==> config.mk <==
export PLATFORM = sky130hd
export DESIGN_NAME = extender_status_register
export DESIGN_NICKNAME = d
export VERILOG_FILES = /design/src/hdl/ext_status_pkg.sv /design/src/hdl/extender_status_register.sv
export SDC_FILE = /design/constraint.sdc
export NUM_CORES = 1
export LEC_CHECK = 0
export BUFFER_PORTS_ARGS = -buffer_cell sky130_fd_sc_hd__clkbuf_2
export CORE_UTILIZATION = 43
export DETAILED_ROUTE_END_ITERATION = 10
export HOLD_SLACK_MARGIN = 0.08
export PLACE_DENSITY = 0.86
export SLEW_MARGIN = 20
export SYNTH_ARGS = -nofsm -noshare
export SYNTH_HDL_FRONTEND = slang
export SYNTH_SLANG_ARGS = --single-unit
==> constraint.sdc <==
create_clock -name mclk -period 1.7 [get_ports mclk]
set_input_delay 0.34 -clock mclk [delete_from_list [all_inputs] [get_ports mclk]]
set_output_delay 0.34 -clock mclk [all_outputs]
set_load 0.02 [all_outputs]
==> src/hdl/ext_status_pkg.sv <==
// Constants for the extender status register bank.
// Assumes one 50 MHz clock and synchronous inputs from the bridge core.
// Overview of operation
// - Read-only status at offset 20h, 16/8-bit
// - Bit 15 always reads zero
// - Bit 14 mirrors comparison mode control bit
// - Bit 13 reads one whenever the upper lane is enabled
// - Bit 12 set after posted write error
// - Posted error kept per side, independently
// - Each copy set by its forwarded posted errors
// - Copy clears on own-side upper-lane read, any reset
// - Bit 11 timeout flag, upper-lane read or reset clears
// - Bit 3 high while self-setup runs
// - Bit 2 bus error flag, success clears
// - Bit 0 parity flag, clean transfer clears
package ext_status_pkg;
  localparam logic [7:0] STATUS_OFFSET = 8'h20;
  localparam int RSVD15_POS = 15;
  localparam int MODE_MIRROR_POS = 14;
  localparam int RSVD13_POS = 13;
  localparam int POST_ERR_POS = 12;
  localparam int TIMEOUT_POS = 11;
  localparam int INTERLOCK_POS = 10;
  localparam int DFAIL_POS = 9;
  localparam int FAIR_POS = 8;
  localparam int CTRL_POS = 7;
  localparam int SETUP_POS = 3;
  localparam int BERR_POS = 2;
  localparam int PARITY_POS = 0;
  localparam logic RSVD15_VAL = 1'b0;
  localparam logic RSVD13_VAL = 1'b1;
  localparam logic FLAG_RESET = 1'b0;
  localparam logic [15:0] DATA_RESET = 16'h0000;
  localparam int UPPER_LANE = 1;
  localparam int LOWER_LANE = 0;
endpackage

==> src/hdl/extender_status_register.sv <==
// Status register of the backplane to cable extender, readable from both buses.
// Assumes the bridge core presents one-cycle event pulses and steady levels,
// all synchronous to mclk; rst is the hard reset, soft_reset the soft one.
`timescale 1ns/1ns
module extender_status_register
  import ext_status_pkg::*;
(
  input wire logic mclk,
  input wire logic rst,
  input wire logic soft_reset,
  input wire logic vxi_rd,
  input wire logic [7:0] vxi_addr,
  input wire logic [1:0] vxi_be,
  output logic vxi_ack,
  output logic [15:0] vxi_rdata,
  input wire logic cable_rd,
  input wire logic [7:0] cable_addr,
  input wire logic [1:0] cable_be,
  output logic cable_ack,
  output logic [15:0] cable_rdata,
  input wire logic comparison_mode,
  input wire logic interlocked,
  input wire logic drive_failure_line,
  input wire logic fair_requester,
  input wire logic cable_controller,
  input wire logic self_setup_busy,
  input wire logic vxi_post_err,
  input wire logic cable_post_err,
  input wire logic controller_timeout,
  input wire logic cable_berr_driven,
  input wire logic cable_access_ok,
  input wire logic cable_xfer_done,
  input wire logic cable_xfer_parity_bad
);

  logic vxi_post_reg, vxi_post_next;
  logic cable_post_reg, cable_post_next;
  logic timeout_reg, timeout_next;
  logic berr_reg, berr_next;
  logic parity_reg, parity_next;
  logic vxi_ack_reg, vxi_ack_next, cable_ack_reg, cable_ack_next;
  logic [15:0] vxi_data_reg, vxi_data_next, cable_data_reg, cable_data_next;
  logic vxi_hit, cable_hit;

  // Assemble the status word as seen from one side
  function automatic logic [15:0] status_word(input logic post_bit, input logic [1:0] be);
    logic [15:0] w;
    w = 16'h0000;
    w[RSVD15_POS] = RSVD15_VAL;
    w[MODE_MIRROR_POS] = comparison_mode;
    w[RSVD13_POS] = RSVD13_VAL;
    w[POST_ERR_POS] = post_bit;
    w[TIMEOUT_POS] = timeout_reg;
    w[INTERLOCK_POS] = interlocked;
    w[DFAIL_POS] = drive_failure_line;
    w[FAIR_POS] = fair_requester;
    w[CTRL_POS] = cable_controller;
    w[SETUP_POS] = self_setup_busy;
    w[BERR_POS] = berr_reg;
    w[PARITY_POS] = parity_reg;
    // Lanes not enabled read zero, so a byte access sees only its byte
    if (!be[UPPER_LANE]) begin
      w[15:8] = 8'h00;
    end
    if (!be[LOWER_LANE]) begin
      w[7:0] = 8'h00;
    end
    return w;
  endfunction

  // decode of the single read-only offset
  assign vxi_hit = vxi_rd && (vxi_addr == STATUS_OFFSET);
  assign cable_hit = cable_rd && (cable_addr == STATUS_OFFSET);

  // Flag next values; a set beats a read or success clear in the same cycle so no event is lost; soft reset beats every set
  always_comb begin
    // two copies; each set by its own side
    // read clears only the reading side's copy (upper lane carries it)
    vxi_post_next = vxi_post_reg;
    if (vxi_hit && vxi_be[UPPER_LANE]) begin
      vxi_post_next = 1'b0;
    end
    if (vxi_post_err) begin
      vxi_post_next = 1'b1;
    end
    cable_post_next = cable_post_reg;
    if (cable_hit && cable_be[UPPER_LANE]) begin
      cable_post_next = 1'b0;
    end
    if (cable_post_err) begin
      cable_post_next = 1'b1;
    end
    // timeout flag, cleared by an upper-lane read from either side
    timeout_next = timeout_reg;
    if ((vxi_hit && vxi_be[UPPER_LANE]) || (cable_hit && cable_be[UPPER_LANE])) begin
      timeout_next = 1'b0;
    end
    if (controller_timeout && cable_controller) begin
      timeout_next = 1'b1;
    end
    berr_next = berr_reg;
    if (cable_access_ok) begin
      berr_next = 1'b0;
    end
    if (cable_berr_driven) begin
      berr_next = 1'b1;
    end
    parity_next = parity_reg;
    if (cable_xfer_done) begin
      parity_next = cable_xfer_parity_bad;
    end
    // soft reset clears every event flag
    if (soft_reset) begin
      vxi_post_next = FLAG_RESET;
      cable_post_next = FLAG_RESET;
      timeout_next = FLAG_RESET;
      berr_next = FLAG_RESET;
      parity_next = FLAG_RESET;
    end
  end

  // Read answers: snapshot taken before the read-clear lands
  always_comb begin
    vxi_ack_next = vxi_rd;
    cable_ack_next = cable_rd;
    // Unmapped offsets still answer, with zero data, so no master hangs
    vxi_data_next = DATA_RESET;
    cable_data_next = DATA_RESET;
    // each side reads its own posted copy only
    if (vxi_hit) begin
      vxi_data_next = status_word(vxi_post_reg, vxi_be);
    end
    if (cable_hit) begin
      cable_data_next = status_word(cable_post_reg, cable_be);
    end
  end

  // Registers; hard reset clears all flags and answers
  always_ff @(posedge mclk) begin
    if (rst) begin
      vxi_post_reg <= FLAG_RESET;
      cable_post_reg <= FLAG_RESET;
      timeout_reg <= FLAG_RESET;
      berr_reg <= FLAG_RESET;
      parity_reg <= FLAG_RESET;
      vxi_ack_reg <= 1'b0;
      cable_ack_reg <= 1'b0;
      vxi_data_reg <= DATA_RESET;
      cable_data_reg <= DATA_RESET;
    end else begin
      vxi_post_reg <= vxi_post_next;
      cable_post_reg <= cable_post_next;
      timeout_reg <= timeout_next;
      berr_reg <= berr_next;
      parity_reg <= parity_next;
      vxi_ack_reg <= vxi_ack_next;
      cable_ack_reg <= cable_ack_next;
      vxi_data_reg <= vxi_data_next;
      cable_data_reg <= cable_data_next;
    end
  end

  assign vxi_ack = vxi_ack_reg;
  assign vxi_rdata = vxi_data_reg;
  assign cable_ack = cable_ack_reg;
  assign cable_rdata = cable_data_reg;
endmodule

==> results.txt <==
pre-CTS WS = 163.2 ps
Max Fanout on Critical Path = 4
Initial Utilization = 0.4673
final setup violation count = 0
IO Port Bufs = 61
CTS tree = done
CP Capture Type = register
Final ANT Viol Nets = 0
R2R Path End = timeout_reg
most frequent cells in the layout = clkbuf_2, dfxtp_1, and2_1
Cells after Synth = 86
f_max = 0.8275 GHz
Slew Limit Fails = 0
Reg clk slew, reported paths = 80 ps
WHS Endpoint = cable_rdata[9]
kind of critical path = in -> reg
area share of the leading cell type in the synthesized netlist = 0.5511
Seq/Total Area, Yosys = 0.5511
Worst EP required = 1950 ps
Area Overhead vs Synth = 33.14%
DIE AREA = 2652 sq um
DR pass1 iterations = 4
fin worst setup slack = 491.5 ps
largest net degree at the start of global routing = 12
Layout Cells excl Fill = 180
core area = 2255 sq um
CTS Buffer Depth = 2
detailed-route wire length per cell = 11.29 um
Worst Setup SP = cable_addr[1]
CTS Buf Count = 5
Final HPWL DP = 1731 um
setup TNS = 0 ps
GR Util All Layers = 0.1572
Die Wd = 51.50 um
Power per Cell Area = 852.7 nW/um^2
Yosys reg bits = 29
share of cells above drive strength 1 = 0.5066
Placed Cells = 173
vias post-DR = 796
final WL = 2033 um
post-synthesis area per instance = 12.25 sq um
Crit-path slowest cell = nor4b_2
DRC Markers = 0
Iter 0 DRT Violations = 5
synth warn = 0
FF-to-FF path depth = 2
fillers = 197
critical path, cell by cell = clkbuf_2 > nor4_4 > nand2_2 > nor4b_2 > and2_1
status = finished clean
clk root buf = clkbuf_4
clk_lat worst skew = 300 ps
diode count = 0
die height = 51.50 um
reg-to-reg startpoint = timeout_reg
Post-CTS Setup Inserts = 0
number of global-route vias before repair = 706
Hold Vio Cnt, Final = 0
Yosys top cell by area = dfxtp_1
global-route wire length before repair = 2953 um
cts repair resizes = 0
CTS H-tree depth = 2
Leak = 0.6932 nW
hold path depth = 2
Total Nets Final = 190
reg-to-reg setup timing slack = 1000 ps
peak supply drop = 508.6 uV
max incr delay on CP = 410 ps
Synth area leaders = dfxtp_1, and2_1, nor4b_4
post-synth cell types = 17
Hold Startpoint = drive_failure_line
row count = 17
final worst path period share = 0.7109
hold crit path type = in -> reg
# IOs = 72
Post-Synthesis Cell Area = 1054 sq um
clock skew = 1.534 ps
placer congestion estimate = 0.6587
Pwr Total = 1.196 mW
Final Critical Period = 1208 ps
RSZ-0062 raised after global routing = no
vias per inst = 4.422
post-cts hold buffer count = 0
commonest non-fill, non-tap cell in the layout = clkbuf_2
CTS sink count = 29
initial antenna violation count = 0
arrival time at the worst endpoint = 1460 ps
global-route congestion overflow total = 0
Startpoint Class = primary input
max cap viols = 0
## Yosys cell counts
| library cell | count |
|---|---|
| a21oi_1 | 3 |
| a32oi_1 | 1 |
| inv_1 | 1 |
| mux2i_1 | 1 |
| conb_1 | 1 |
| nor4b_4 | 4 |
| nand2_2 | 2 |
| nor2b_1 | 2 |
| and4bb_2 | 1 |
| dfxtp_1 | 29 |
| nor3_1 | 5 |
| nor4b_2 | 2 |
| buf_4 | 10 |
| nor4_4 | 1 |
| and2_1 | 20 |
| nand4b_1 | 2 |
| buf_2 | 1 |
## worst max path at each step
stage                     slack, ps  cells past startpoint        endpoint
after detailed placement        160                      5  cable_rdata[2]
after CTS                       490                      5  cable_rdata[2]
after global routing            410                      5  cable_rdata[0]
after global placement          190                      5    vxi_rdata[0]
after floorplan                 460                      4    vxi_rdata[0]
final                           490                      5  cable_rdata[2]
## stage by stage
step / hold WS (ps) / utilization / area (sq um)
after floorplan: 419.3 / - / 1087
after global placement: 439.3 / 0.5977 / 1348
after detailed placement: 445.1 / 0.5977 / 1348
after CTS: 231.1 / 0.6221 / 1403
after global routing: 231.3 / 0.6221 / 1403
final: 238.7 / 0.6221 / 1403
## layer usage
layer / vias to the layer above / global-route usage / part of all wire
met5: - / 0 / 0
met4: 0 / 0.08559 / 0.011
met3: 3 / 0.04971 / 0.093
met2: 48 / 0.2879 / 0.51
met1: 347 / 0.1553 / 0.39
li1: 398 / - / -
## critical path: cells and delay by family
family                 cells  cell delay (ps)
buffers and inverters      1              100
AND/OR/NAND/NOR            4             1030
## power by group
part	internal, mW	switching [mW]
Combinational	0.0479	0.0606
Sequential	0.686	0.00336
Clock	0.195	0.203
Total	0.929	0.267
## logic make-up (layout without fill, tap and decap cells)
family / after synthesis / in the layout / share of synthesized area
compound gates: 4 / 4 / 0.02256
mux: 1 / 1 / 0.009502
flops: 29 / 29 / 0.5511
other cells: 1 / 10 / 0.003560
simple gates: 39 / 39 / 0.3337
buf+inv: 12 / 69 / 0.07956
## final cells by class
type,instances,area (sq um),share of cell area
sequential,29,580.6,0.4139
tap,28,35.03,0.02498
inverter,1,3.754,0.002676
clock buffer,7,55.05,0.03925
multi-input combinational,54,422.9,0.3015
timing repair buffer,61,305.3,0.2177
(Power assumes the default switching activity.)
